$ cat src/logic/fssac_pkg.sv
// ==========================================
// Flash status / sleep / abort host package
package fssac_pkg;

   localparam int ADDR_W = 20;
   localparam int DATA_W = 16;

   // ==========================================
   // Command codes
   localparam logic [7:0] CMD_SLEEP = 8'hC0;
   localparam logic [7:0] CMD_ABORT = 8'hE0;

   // ==========================================
   // Status byte layout
   localparam int BIT_READY   = 7;
   localparam int BIT_SUSPEND = 6;
   localparam int BIT_EFAIL   = 5;
   localparam int BIT_PFAIL   = 4;
   localparam int BIT_PROTECT = 3;
   localparam int BIT_SLEEP   = 2;
   localparam logic [7:0] STATUS_KEEP_MASK = 8'hFC;
   localparam logic [7:0] STATUS_RESET     = 8'h00;

   // ==========================================
   // Bus cycle timing
   localparam int CLK_PERIOD_NS = 20;
   localparam int SETUP_NS      = 20;
   localparam int WR_PULSE_NS   = 60;
   localparam int RD_ACCESS_NS  = 200;
   localparam int HOLD_NS       = 20;
   localparam int CNT_W         = 4;
   localparam logic [CNT_W-1:0] SETUP_CYC =
      CNT_W'((SETUP_NS + CLK_PERIOD_NS - 1) / CLK_PERIOD_NS);
   localparam logic [CNT_W-1:0] WR_PULSE_CYC =
      CNT_W'((WR_PULSE_NS + CLK_PERIOD_NS - 1) / CLK_PERIOD_NS);
   localparam logic [CNT_W-1:0] RD_PULSE_CYC =
      CNT_W'((RD_ACCESS_NS + CLK_PERIOD_NS - 1) / CLK_PERIOD_NS);
   localparam logic [CNT_W-1:0] HOLD_CYC =
      CNT_W'((HOLD_NS + CLK_PERIOD_NS - 1) / CLK_PERIOD_NS);
   localparam logic [CNT_W-1:0] CNT_ONE = 4'h1;

   // ==========================================
   // Types
   typedef enum logic [2:0] {
      OP_CLEAR = 3'h0,
      OP_SLEEP = 3'h1,
      OP_ABORT = 3'h2,
      OP_WAKE  = 3'h3,
      OP_POLL  = 3'h4
   } fssac_op_t;

   typedef enum logic [1:0] {
      MODE_ARRAY   = 2'h0,
      MODE_STATUS  = 2'h1,
      MODE_UNKNOWN = 2'h2
   } fssac_mode_t;

   typedef struct packed {
      logic              ceN;
      logic              weN;
      logic              oeN;
      logic [ADDR_W-1:0] addr;
      logic [DATA_W-1:0] dout;
      logic              doutOeN;
   } fssac_pins_t;

   typedef struct packed {
      logic              isWrite;
      logic [ADDR_W-1:0] addr;
      logic [DATA_W-1:0] data;
   } fssac_req_t;

   localparam fssac_pins_t PINS_IDLE = '{
      ceN: 1'b1, weN: 1'b1, oeN: 1'b1, addr: '0, dout: '0, doutOeN: 1'b1};

   typedef enum logic [3:0] {
      PH_IDLE  = 4'h1,
      PH_SETUP = 4'h2,
      PH_PULSE = 4'h4,
      PH_HOLD  = 4'h8
   } fssac_phase_t;

   typedef enum logic [5:0] {
      S_IDLE  = 6'h01,
      S_UNLK1 = 6'h02,
      S_UNLK2 = 6'h04,
      S_CMD   = 6'h08,
      S_READ  = 6'h10,
      S_DONE  = 6'h20
   } fssac_state_t;

endpackage : fssac_pkg

$ cat src/logic/fssac_bus_cycle.sv
`timescale 1ns/100ps
// ==========================================
// One asynchronous write or read cycle on the flash pins
module fssac_bus_cycle (
   input  wire logic                              ref_clk,
   input  wire logic                              rst,
   input  wire logic                              start,
   input  wire fssac_pkg::fssac_req_t             req,
   input  wire logic [fssac_pkg::DATA_W-1:0]      pinDin,
   output fssac_pkg::fssac_pins_t                 pins,
   output logic [fssac_pkg::DATA_W-1:0]           rdData,
   output logic                                   idle,
   output logic                                   done
);

   typedef struct packed {
      fssac_pkg::fssac_phase_t           phase;
      logic [fssac_pkg::CNT_W-1:0]       cnt;
      logic                              isWrite;
      fssac_pkg::fssac_pins_t            pins;
      logic [fssac_pkg::DATA_W-1:0]      rdData;
      logic                              done;
   } fssac_bus_st_t;

   fssac_bus_st_t st_r;
   fssac_bus_st_t st_nxt;

   always_comb begin
      st_nxt      = st_r;
      st_nxt.done = 1'b0;
      case (st_r.phase)
         fssac_pkg::PH_IDLE: begin
            if (start) begin
               st_nxt.phase        = fssac_pkg::PH_SETUP;
               st_nxt.cnt          = fssac_pkg::SETUP_CYC;
               st_nxt.isWrite      = req.isWrite;
               st_nxt.pins.ceN     = 1'b0;
               st_nxt.pins.addr    = req.addr;
               st_nxt.pins.dout    = req.data;
               // Data drives only for writes; the flash owns the bus on reads
               st_nxt.pins.doutOeN = ~req.isWrite;
            end
         end
         fssac_pkg::PH_SETUP: begin
            st_nxt.cnt = st_r.cnt - fssac_pkg::CNT_ONE;
            if (st_r.cnt == fssac_pkg::CNT_ONE) begin
               st_nxt.phase = fssac_pkg::PH_PULSE;
               st_nxt.cnt   = st_r.isWrite ? fssac_pkg::WR_PULSE_CYC
                                           : fssac_pkg::RD_PULSE_CYC;
               st_nxt.pins.weN = ~st_r.isWrite;
               st_nxt.pins.oeN = st_r.isWrite;
            end
         end
         fssac_pkg::PH_PULSE: begin
            st_nxt.cnt = st_r.cnt - fssac_pkg::CNT_ONE;
            if (st_r.cnt == fssac_pkg::CNT_ONE) begin
               st_nxt.phase    = fssac_pkg::PH_HOLD;
               st_nxt.cnt      = fssac_pkg::HOLD_CYC;
               // Sample at the end of the access time, before the strobe rises
               st_nxt.rdData   = st_r.isWrite ? st_r.rdData : pinDin;
               st_nxt.pins.weN = 1'b1;
               st_nxt.pins.oeN = 1'b1;
            end
         end
         fssac_pkg::PH_HOLD: begin
            st_nxt.cnt = st_r.cnt - fssac_pkg::CNT_ONE;
            if (st_r.cnt == fssac_pkg::CNT_ONE) begin
               st_nxt.phase = fssac_pkg::PH_IDLE;
               st_nxt.pins  = fssac_pkg::PINS_IDLE;
               st_nxt.done  = 1'b1;
            end
         end
         default: begin
            st_nxt.phase = fssac_pkg::PH_IDLE;
            st_nxt.pins  = fssac_pkg::PINS_IDLE;
         end
      endcase
   end

   always_ff @(posedge ref_clk or posedge rst) begin
      if (rst) begin
         st_r <= '{phase: fssac_pkg::PH_IDLE, cnt: '0, isWrite: 1'b0,
                   pins: fssac_pkg::PINS_IDLE, rdData: '0, done: 1'b0};
      end else begin
         st_r <= st_nxt;
      end
   end

   assign pins   = st_r.pins;
   assign rdData = st_r.rdData;
   assign idle   = (st_r.phase == fssac_pkg::PH_IDLE);
   assign done   = st_r.done;

endmodule : fssac_bus_cycle

$ cat src/logic/fssac_ctrl.sv
`timescale 1ns/100ps
// Functional notes
// - Host clears flags with one clear-status write, then may issue any command.
// - Host writes a read-status, sleep or abort command before any read cycle.
// - Sleep is three write cycles, the last carrying the sleep code.
// - Host masks reserved status bits 1 and 0 when polling.
module fssac_ctrl #(
   parameter logic [fssac_pkg::ADDR_W-1:0] UNLOCK1_ADDR   = 20'h00001,
   parameter logic [7:0]                   UNLOCK1_DATA   = 8'h5A,
   parameter logic [fssac_pkg::ADDR_W-1:0] UNLOCK2_ADDR   = 20'h00002,
   parameter logic [7:0]                   UNLOCK2_DATA   = 8'hA5,
   parameter logic [fssac_pkg::ADDR_W-1:0] CMD_ADDR       = 20'h00001,
   parameter logic [7:0]                   CMD_READ_ARRAY = 8'h01,
   parameter logic [7:0]                   CMD_READ_STAT  = 8'h02,
   parameter logic [7:0]                   CMD_CLEAR_STAT = 8'h03
) (
   input  wire logic                              ref_clk,
   input  wire logic                              rst,
   input  wire logic                              cmdValid,
   input  wire fssac_pkg::fssac_op_t              cmdOp,
   output logic                                   cmdReady,
   output logic                                   cmdDone,
   output logic [7:0]                             statusByte,
   output logic                                   statusValid,
   input  wire logic                              supplyLow,
   input  wire logic [fssac_pkg::DATA_W-1:0]      flashDin,
   output fssac_pkg::fssac_pins_t                 flashPins
);

   typedef struct packed {
      fssac_pkg::fssac_state_t  state;
      fssac_pkg::fssac_op_t     op;
      fssac_pkg::fssac_mode_t   mode;
      logic                     waiting;
      logic                     ready;
      logic                     done;
      logic [7:0]               status;
      logic                     statusValid;
      logic                     lowSeen;
   } fssac_ctrl_st_t;

   fssac_ctrl_st_t        st_r;
   fssac_ctrl_st_t        st_nxt;
   logic                  busStart;
   fssac_pkg::fssac_req_t busReq;
   logic [fssac_pkg::DATA_W-1:0] busRdData;
   logic                  busIdle;
   logic                  busDone;

   function automatic logic [7:0] op_code(input fssac_pkg::fssac_op_t op);
      case (op)
         fssac_pkg::OP_CLEAR: op_code = CMD_CLEAR_STAT;
         fssac_pkg::OP_SLEEP: op_code = fssac_pkg::CMD_SLEEP;
         fssac_pkg::OP_ABORT: op_code = fssac_pkg::CMD_ABORT;
         fssac_pkg::OP_WAKE:  op_code = CMD_READ_ARRAY;
         default:             op_code = CMD_READ_STAT;
      endcase
   endfunction : op_code

   // ==========================================
   // Command sequencer
   always_comb begin
      st_nxt             = st_r;
      st_nxt.done        = 1'b0;
      st_nxt.statusValid = 1'b0;
      busStart           = 1'b0;
      busReq             = '{isWrite: 1'b1, addr: CMD_ADDR, data: '0};
      case (st_r.state)
         fssac_pkg::S_IDLE: begin
            // Flash ignores writes under lockout; afterwards it is in read-array mode
            if (supplyLow) begin
               st_nxt.lowSeen = 1'b1;
               st_nxt.ready   = 1'b0;
            end else if (st_r.lowSeen) begin
               st_nxt.lowSeen = 1'b0;
               st_nxt.mode    = fssac_pkg::MODE_ARRAY;
               st_nxt.ready   = 1'b1;
            end else if (cmdValid && st_r.ready) begin
               st_nxt.op    = cmdOp;
               st_nxt.ready = 1'b0;
               if (cmdOp == fssac_pkg::OP_SLEEP || cmdOp == fssac_pkg::OP_ABORT) begin
                  st_nxt.state = fssac_pkg::S_UNLK1;
               end else if (cmdOp == fssac_pkg::OP_POLL &&
                            st_r.mode == fssac_pkg::MODE_STATUS) begin
                  st_nxt.state = fssac_pkg::S_READ;
               end else begin
                  st_nxt.state = fssac_pkg::S_CMD;
               end
            end
         end
         fssac_pkg::S_UNLK1,
         fssac_pkg::S_UNLK2,
         fssac_pkg::S_CMD,
         fssac_pkg::S_READ: begin
            case (st_r.state)
               fssac_pkg::S_UNLK1: busReq = '{1'b1, UNLOCK1_ADDR, {8'h00, UNLOCK1_DATA}};
               fssac_pkg::S_UNLK2: busReq = '{1'b1, UNLOCK2_ADDR, {8'h00, UNLOCK2_DATA}};
               fssac_pkg::S_READ:  busReq = '{1'b0, CMD_ADDR, '0};
               default:            busReq = '{1'b1, CMD_ADDR, {8'h00, op_code(st_r.op)}};
            endcase
            if (!st_r.waiting && busIdle) begin
               busStart       = 1'b1;
               st_nxt.waiting = 1'b1;
            end else if (st_r.waiting && busDone) begin
               st_nxt.waiting = 1'b0;
               case (st_r.state)
                  fssac_pkg::S_UNLK1: st_nxt.state = fssac_pkg::S_UNLK2;
                  fssac_pkg::S_UNLK2: st_nxt.state = fssac_pkg::S_CMD;
                  fssac_pkg::S_READ: begin
                     // Reserved low bits are undefined and never reach the user
                     st_nxt.status      = busRdData[7:0] & fssac_pkg::STATUS_KEEP_MASK;
                     st_nxt.statusValid = 1'b1;
                     st_nxt.state       = fssac_pkg::S_DONE;
                  end
                  default: begin
                     // Sleep and abort leave the flash in status-read mode
                     if (st_r.op == fssac_pkg::OP_WAKE) begin
                        st_nxt.mode = fssac_pkg::MODE_ARRAY;
                     end else if (st_r.op != fssac_pkg::OP_CLEAR) begin
                        st_nxt.mode = fssac_pkg::MODE_STATUS;
                     end
                     st_nxt.state = (st_r.op == fssac_pkg::OP_POLL) ? fssac_pkg::S_READ
                                                                     : fssac_pkg::S_DONE;
                  end
               endcase
            end
         end
         fssac_pkg::S_DONE: begin
            st_nxt.done  = 1'b1;
            st_nxt.ready = 1'b1;
            st_nxt.state = fssac_pkg::S_IDLE;
         end
         default: begin
            st_nxt.state = fssac_pkg::S_IDLE;
         end
      endcase
   end

   always_ff @(posedge ref_clk or posedge rst) begin
      if (rst) begin
         st_r <= '{state: fssac_pkg::S_IDLE, op: fssac_pkg::OP_POLL,
                   mode: fssac_pkg::MODE_ARRAY, waiting: 1'b0, ready: 1'b1,
                   done: 1'b0, status: fssac_pkg::STATUS_RESET, statusValid: 1'b0,
                   lowSeen: 1'b0};
      end else begin
         st_r <= st_nxt;
      end
   end

   fssac_bus_cycle u_bus (
      .ref_clk (ref_clk),
      .rst     (rst),
      .start   (busStart),
      .req     (busReq),
      .pinDin  (flashDin),
      .pins    (flashPins),
      .rdData  (busRdData),
      .idle    (busIdle),
      .done    (busDone)
   );

   assign cmdReady    = st_r.ready;
   assign cmdDone     = st_r.done;
   assign statusByte  = st_r.status;
   assign statusValid = st_r.statusValid;

   logic [1:0] unlockCnt;
   always_ff @(posedge ref_clk or posedge rst) begin
      if (rst) begin
         unlockCnt <= 2'h0;
      end else if (busStart && st_r.state == fssac_pkg::S_UNLK1) begin
         unlockCnt <= 2'h1;
      end else if (busStart && st_r.state == fssac_pkg::S_UNLK2) begin
         unlockCnt <= (unlockCnt == 2'h1) ? 2'h2 : 2'h0;
      end else if (busStart) begin
         unlockCnt <= 2'h0;
      end
   end
endmodule : fssac_ctrl

$ cat config.mk
export PLATFORM = sky130hd
export DESIGN_NAME = fssac_ctrl
export DESIGN_NICKNAME = d
export VERILOG_FILES = /design/src/logic/fssac_pkg.sv /design/src/logic/fssac_bus_cycle.sv /design/src/logic/fssac_ctrl.sv
export SDC_FILE = /design/constraint.sdc
export NUM_CORES = 1
export LEC_CHECK = 0
export BUFFER_PORTS_ARGS = -buffer_cell sky130_fd_sc_hd__buf_4
export CELL_PAD_IN_SITES_DETAIL_PLACEMENT = 1
export CELL_PAD_IN_SITES_GLOBAL_PLACEMENT = 1
export CORE_ASPECT_RATIO = 0.5
export CORE_MARGIN = 1
export CORE_UTILIZATION = 44
export CTS_CLUSTER_DIAMETER = 100
export DETAILED_ROUTE_END_ITERATION = 10
export PLACE_DENSITY_LB_ADDON = 0.08
export SKIP_LAST_GASP = 1
export SYNTH_ARGS = -nofsm -noshare
export SYNTH_HDL_FRONTEND = slang
export SYNTH_SLANG_ARGS = --single-unit
$ cat constraint.sdc
create_clock -name ref_clk -period 5.8 [get_ports ref_clk]
set_clock_uncertainty 0.15 [all_clocks]
set_input_delay 0.58 -clock ref_clk [delete_from_list [all_inputs] [get_ports ref_clk]]
set_output_delay 0.58 -clock ref_clk [all_outputs]
set_load 0.05 [all_outputs]
==> impl_metrics.yaml, run 1 <==
sta:
  slew_headroom: 0.304
  grt_setup_unrepaired: "false"
  fin_ws_ns: 3.42
  setup_viol: 0
  fmax_ghz: 0.420
  setup-tns-final_ns: 0
  worst_pin_slew_ns: 1.04
  slew_viol_final: 0
  post-route-period-util: 0.411
  fin_crit_ns: 2.38
  whs_ns: 0.341
  hold_viol: 0
worst_setup_path:
  path_class: "reg2reg"
  worstRegToRegCells: 5
  cp.arrival_ns: 2.42
  critPathLaunchType: "flop"
  rrSetupSlack_ns: 3.42
  cp_max_fo: 14
  rr_endpoint: "u_bus.st_r[61]"
  critPathRequiredTime_ns: 5.83
  reg2reg_from: "st_r[20]"
  crit_end: "u_bus.st_r[61]"
  end_kind: "flop"
  startpoint: "st_r[20]"
route:
  dr_total_vias: 2004
  drcViolationCount: 0
  wl_per_cell_um: 15.6
  first_pass_iters: 4
  drt-initial-drc-count: 79
  wl_um: 5870
  via_per_inst: 5.32
  antenna_left: 0
clock_network:
  clk_latency_ns: 0.29
  root_buffer: "clkbuf_16"
  clkSinkCount: 49
  ctsResizeCount: 0
  postCtsSetupBuffers: 0
  holdBufCountCts: 0
  tritoncts: "yes"
  clk_pin_slew_ns: 0.07
  clockBufferDepth: 2
  cts_buffers: 5
  ctsHtreeMaxLevel: 2
floorplanning:
  fp.coreArea_sq_um: 6210
  io_pins: 74
  rows: 20
  die_area_sq_um: 6910
  start_util: 0.466
  die-height_um: 59.3
  die_x_um: 117
global_route:
  grt_pass1_wl_um: 9700
  first_global_vias: 1912
  overflow: 0
  grtUsageTotal: 0.187
  grt_antenna_before_repair: 0
  grt_max_degree: 50
logic_synthesis:
  synth_seq_area_share: 0.428
  synthCells: 276
  synthTopCellsByArea: "dfrtp_1, buf_4, dfstp_2"
  synth-main-ff-cell: "dfrtp_1"
  async_flop_share: 1.00
  synth_edf_count: 0
  yosysMostFrequentCell: "buf_4"
  yosys-top-cells-count: "buf_4, dfrtp_1, mux2_2"
  synth-seq-cells: 49
  synth_area_per_cell_sq_um: 10.5
  synth.distinct_cells: 62
  yosys.area.top_type_share: 0.355
  yosys_warnings: 0
  yosysTopAreaCell: "dfrtp_1"
  synth_area_sq_um: 2890
placement:
  routabilityCongestion: 0.784
  port_buffers: 35
  dp_slack_ns: 3.46
  hpwlAfterDp_um: 4250
cells_and_area:
  syn2layout_area_growth_pct: 7.71
  drive_gt1_frac: 0.266
  diodes: 0
  nets: 313
run_status:
  outcome: "complete, no violations"
hold_path:
  hold_path_class: "reg2reg"
power:
  cellPowerDensity_nw_per_um2: 378
  ir_drop_mv: 0.134
  p_leak_nw: 1.44
flow_run:
  drv_cap: 0
## sequential cells by signal (all words and copies together) (netlist names)
register	flops
st_r	12
u_bus.pins	12
u_bus.rdData	6
cmdDone	1
statusByte	6
u_bus.done	1
cmdReady	1
statusValid	1
u_bus.st_r	9
## power by group
part / switching [W] / total [W] / internal (W)
Clock: 0.000130 / 0.000313 / 0.000183
Sequential: 0.0000704 / 0.000469 / 0.000398
Combinational: 0.000246 / 0.000395 / 0.000149
Total: 0.000446 / 0.00118 / 0.000730
## cells by family (layout without fill, tap and decap cells)
group	Yosys count	count (layout)	synth area share
buffers and inverters	67	53	0.155
AOI/OAI and AO/OA	62	62	0.159
adders and majority gates	2	2	0.00866
muxes	21	21	0.0814
xor gates and xnor gates	6	6	0.0182
and+or+nand+nor	68	68	0.149
other	1	28	0.00130
DFF	49	49	0.428
## worst min-delay path by stage
stage,startpoint,to,slack (ns),cells after the start
after detailed placement,u_bus.rdData[6],statusByte[6],0.33,1
after CTS,u_bus.rdData[6],statusByte[6],0.34,1
final,u_bus.rdData[5],statusByte[5],0.34,1
after floorplan,u_bus.rdData[5],statusByte[5],0.30,1
after global routing,u_bus.rdData[5],statusByte[5],0.36,1
after global placement,u_bus.rdData[6],statusByte[6],0.31,1
## placed cells by master, fill, tap and decap left out, types with 2 or more instances in the layout
| cell type | Yosys | routed |
|---|---|---|
| a211o_1 | 2 | 2 |
| a211oi_1 | 5 | 5 |
| a21boi_0 | 2 | 2 |
| a21o_1 | 4 | 4 |
| a21oi_1 | 9 | 9 |
| a22o_1 | 7 | 7 |
| buf_4 | 48 | 35 |
| clkbuf_16 | 0 | 5 |
| clkbuf_8 | 0 | 2 |
| conb_1 | 1 | 28 |
| dfrtp_1 | 41 | 41 |
| dfstp_2 | 8 | 8 |
| ha_1 | 2 | 2 |
| inv_1 | 10 | 9 |
| mux2_1 | 5 | 5 |
| mux2_2 | 15 | 15 |
| nand2_1 | 11 | 11 |
| nand2b_1 | 4 | 4 |
| nand3_1 | 6 | 6 |
| nand3b_1 | 3 | 3 |
| nor2_1 | 14 | 14 |
| nor2b_1 | 3 | 3 |
| nor3_1 | 7 | 7 |
| nor3b_1 | 4 | 4 |
| nor4_1 | 2 | 2 |
| o21ai_0 | 9 | 9 |
| o22ai_1 | 3 | 3 |
| o2bb2ai_1 | 2 | 2 |
| o31ai_1 | 2 | 2 |
| o32ai_1 | 2 | 2 |
| or3_1 | 2 | 2 |
| xnor2_1 | 3 | 3 |
| xor2_1 | 3 | 3 |
## critical path: stages, from the launching register on
cell and delay (ns):
dfrtp_1 0.67, xor2_1 0.31, o211ai_2 0.18, a21oi_2 0.46, nor2_1 0.17, a211o_1 0.32
## layout make-up
cell class                      count  area (sq um)
Clock buffer                        7           153
Clock inverter                      1          5.00
Multi-Input combinational cell    187          1310
Sequential cell                    49          1240
Timing Repair Buffer               35           263
Fill cell                         715          3090
Inverter                           10          37.5
Tap cell                           88           110
## stage by stage
stage	std cells	util	instance area (sq um)	total power, W
floorplan	303	-	2990	0.000812
global placement	369	0.476	2950	0.000860
detailed placement	369	0.476	2950	0.000868
CTS	377	0.501	3110	0.00119
global route	377	0.501	3110	0.00124
finish	377	0.501	3110	0.00118
## per-layer routing
layer | GRT usage | vias up | routed length, um
li1 | - | 937 | -
met1 | 0.250 | 993 | 2820
met2 | 0.306 | 66 | 2720
met3 | 0.0521 | 8 | 284
met4 | 0.0380 | 0 | 51
met5 | 0 | - | 0
Power figures use the tool's default switching activity.
==> run 2: changes to the inputs <==
--- a/config.mk
+++ b/config.mk
@@ -5,12 +5,13 @@
 export SDC_FILE = /design/constraint.sdc
 export NUM_CORES = 1
 export LEC_CHECK = 0
+export ABC_AREA = 1
 export BUFFER_PORTS_ARGS = -buffer_cell sky130_fd_sc_hd__buf_4
 export CELL_PAD_IN_SITES_DETAIL_PLACEMENT = 1
 export CELL_PAD_IN_SITES_GLOBAL_PLACEMENT = 1
 export CORE_ASPECT_RATIO = 0.5
 export CORE_MARGIN = 1
-export CORE_UTILIZATION = 44
+export CORE_UTILIZATION = 35
 export CTS_CLUSTER_DIAMETER = 100
 export DETAILED_ROUTE_END_ITERATION = 10
 export PLACE_DENSITY_LB_ADDON = 0.08
==> constraint.sdc (replaced) <==
create_clock -name ref_clk -period 1.9 [get_ports ref_clk]
set_clock_uncertainty 0.15 [all_clocks]
set_input_delay 0.19 -clock ref_clk [delete_from_list [all_inputs] [get_ports ref_clk]]
set_output_delay 0.19 -clock ref_clk [all_outputs]
set_load 0.05 [all_outputs]
==> impl_metrics.yaml, run 2 <==
run_status:
  outcome: "complete, no violations"
worst_setup_path:
  cpMostUsedCell: "nand2_1"
  max_stage_delay_ns: 0.55
  critPathBufInv: 1
  critPathRequiredTime_ns: 1.93
  critPathLaunchType: "flop"
  rr_endpoint: "st_r[20]"
  rrSetupSlack_ns: 0.12
  cp_max_fo: 5
  cp.depth: 9
  path_class: "reg2reg"
  slowest_stage: "dfstp_2"
  worstRegToRegCells: 9
  end_kind: "flop"
  crit_end: "st_r[20]"
  reg2reg_from: "st_r[18]"
  cp_top_family: "simple AND/OR/NAND/NOR gates"
  cp.arrival_ns: 1.81
  path_cells: "nor2_2, nand3_1, nand2_2, inv_2, nand2_8, a21oi_1, nand2_1, nand2_1, o21ai_1"
  startpoint: "st_r[18]"
power:
  power.total_w: 0.00451
  cellPowerDensity_nw_per_um2: 1310
  ir_drop_mv: 0.461
  p_leak_nw: 1.77
route:
  drcViolationCount: 0
  drt-initial-drc-count: 73
  antenna_left: 0
  wl_per_cell_um: 12.5
  first_pass_iters: 4
  via_per_inst: 4.49
  wl_um: 6370
  dr_total_vias: 2292
sta:
  fmax_ghz: 0.561
  post-route-period-util: 0.938
  fin_crit_ns: 1.78
  whs_ns: 0.0139
  slew_viol_final: 0
  setup_viol: 0
  hold_viol: 0
logic_synthesis:
  synth_edf_count: 0
  yosys-top-cells-count: "nand2_1, buf_4, dfrtp_1"
  synth-seq-cells: 49
  yosysMostFrequentCell: "nand2_1"
  synthCells: 355
  yosysTopAreaCell: "dfrtp_1"
  synth_area_sq_um: 2880
  yosys_warnings: 0
  synthTopCellsByArea: "dfrtp_1, buf_4, nand2_1"
  yosys.area.top_type_share: 0.357
  async_flop_share: 1.00
  synth-main-ff-cell: "dfrtp_1"
  synth.distinct_cells: 36
  synth_area_per_cell_sq_um: 8.10
  synth_seq_area_share: 0.430
floorplanning:
  die_x_um: 130
  fp.coreArea_sq_um: 7620
  rows: 22
  start_util: 0.377
  die_area_sq_um: 8610
  die-height_um: 66.1
  io_pins: 74
flow_run:
  drv_cap: 0
placement:
  port_buffers: 35
  hpwlAfterDp_um: 4660
  post-place-cells: 489
  placed_area_sq_um: 3150
  routabilityCongestion: 0.845
cells_and_area:
  final_common_cell: "nand2_1"
  nets: 426
  final_cells: 510
  drive_gt1_frac: 0.269
  finalInstanceArea_sq_um: 3450
  nFillCells: 957
  diodes: 0
  syn2layout_area_growth_pct: 20.0
  layout_common_cells: "nand2_1, buf_4, dfrtp_1"
  multiInputGateArea_sq_um: 1240
  regArea_sq_um: 1240
  fin_util: 0.453
global_route:
  grt_util_met3: 0.0388
  grt_max_degree: 50
  use_met1: 0.217
  grtUsageTotal: 0.169
  grtUsageMet2: 0.285
  grt_antenna_before_repair: 0
  first_global_vias: 2382
  grt_pass1_wl_um: 11200
  overflow: 0
  gr-max-usage-layer: "met2"
clock_network:
  clk_latency_ns: 0.30
  ctsHtreeMaxLevel: 2
  clkSinkCount: 49
  root_buffer: "clkbuf_16"
  cts_buffers: 5
  clk_pin_slew_ns: 0.07
  clockBufferDepth: 2
  tritoncts: "yes"
hold_path:
  hold_path_class: "in2reg"
[run 2: report_power, final]
| group | internal [W] | switching, W | total (W) |
|---|---|---|---|
| clock | 0.000505 | 0.000436 | 0.000941 |
| combinational | 0.000729 | 0.00134 | 0.00207 |
| sequential | 0.00131 | 0.000189 | 0.00149 |
[run 2: tightest hold or removal path: stages]
cell     delay (ns)
buf_4          0.11
inv_1          0.06
o21ai_0        0.09
[run 2: what timing repair did]
action	in CTS	in global routing
resized for setup	0	8
buffers inserted	0	4
setup endpoints to repair	0	18
hold buffers	9	0
hold endpoints to repair	49	0
[run 2: how the worst min path moves through the flow]
stage	start	cells past startpoint	to
global placement	rst	3	statusByte[4]
detailed placement	rst	3	statusByte[7]
CTS	cmdOp[2]	3	st_r[17]
finish	cmdOp[2]	3	st_r[17]
floorplan	cmdOp[0]	2	st_r[15]
global route	cmdOp[2]	3	st_r[17]
[run 2: layout make-up]
type,count,share of cell area
Tap cell,108,0.0391
Inverter,37,0.0402
Clock buffer,5,0.0362
Sequential cell,49,0.358
Multi-Input combinational cell,243,0.358
Clock inverter,3,0.00834
Timing Repair Buffer,65,0.160
[run 2: stage by stage]
stage	worst slack (ns)	TNS (ns)
after global routing	-0.0286	-0.0286
final	0.117	0
after global placement	0.126	0
after CTS	0.0228	0
after detailed placement	0.0462	0
after floorplan	0.267	0
[run 2: logic make-up after synthesis]
kind of cell	Yosys count	share of synthesized area
and+or+nand+nor	165	0.279
buffers and inverters	90	0.185
DFF	49	0.430
AOI/OAI and AO/OA	46	0.0896
xor gates and xnor gates	2	0.00609
adders and majority gates	2	0.00870
other	1	0.00130
[run 2: per-layer routing]
layer	up-vias	wire [um]
li1	1145	-
met1	1094	3060
met5	-	0
met2	46	3010
met3	7	229
met4	0	72
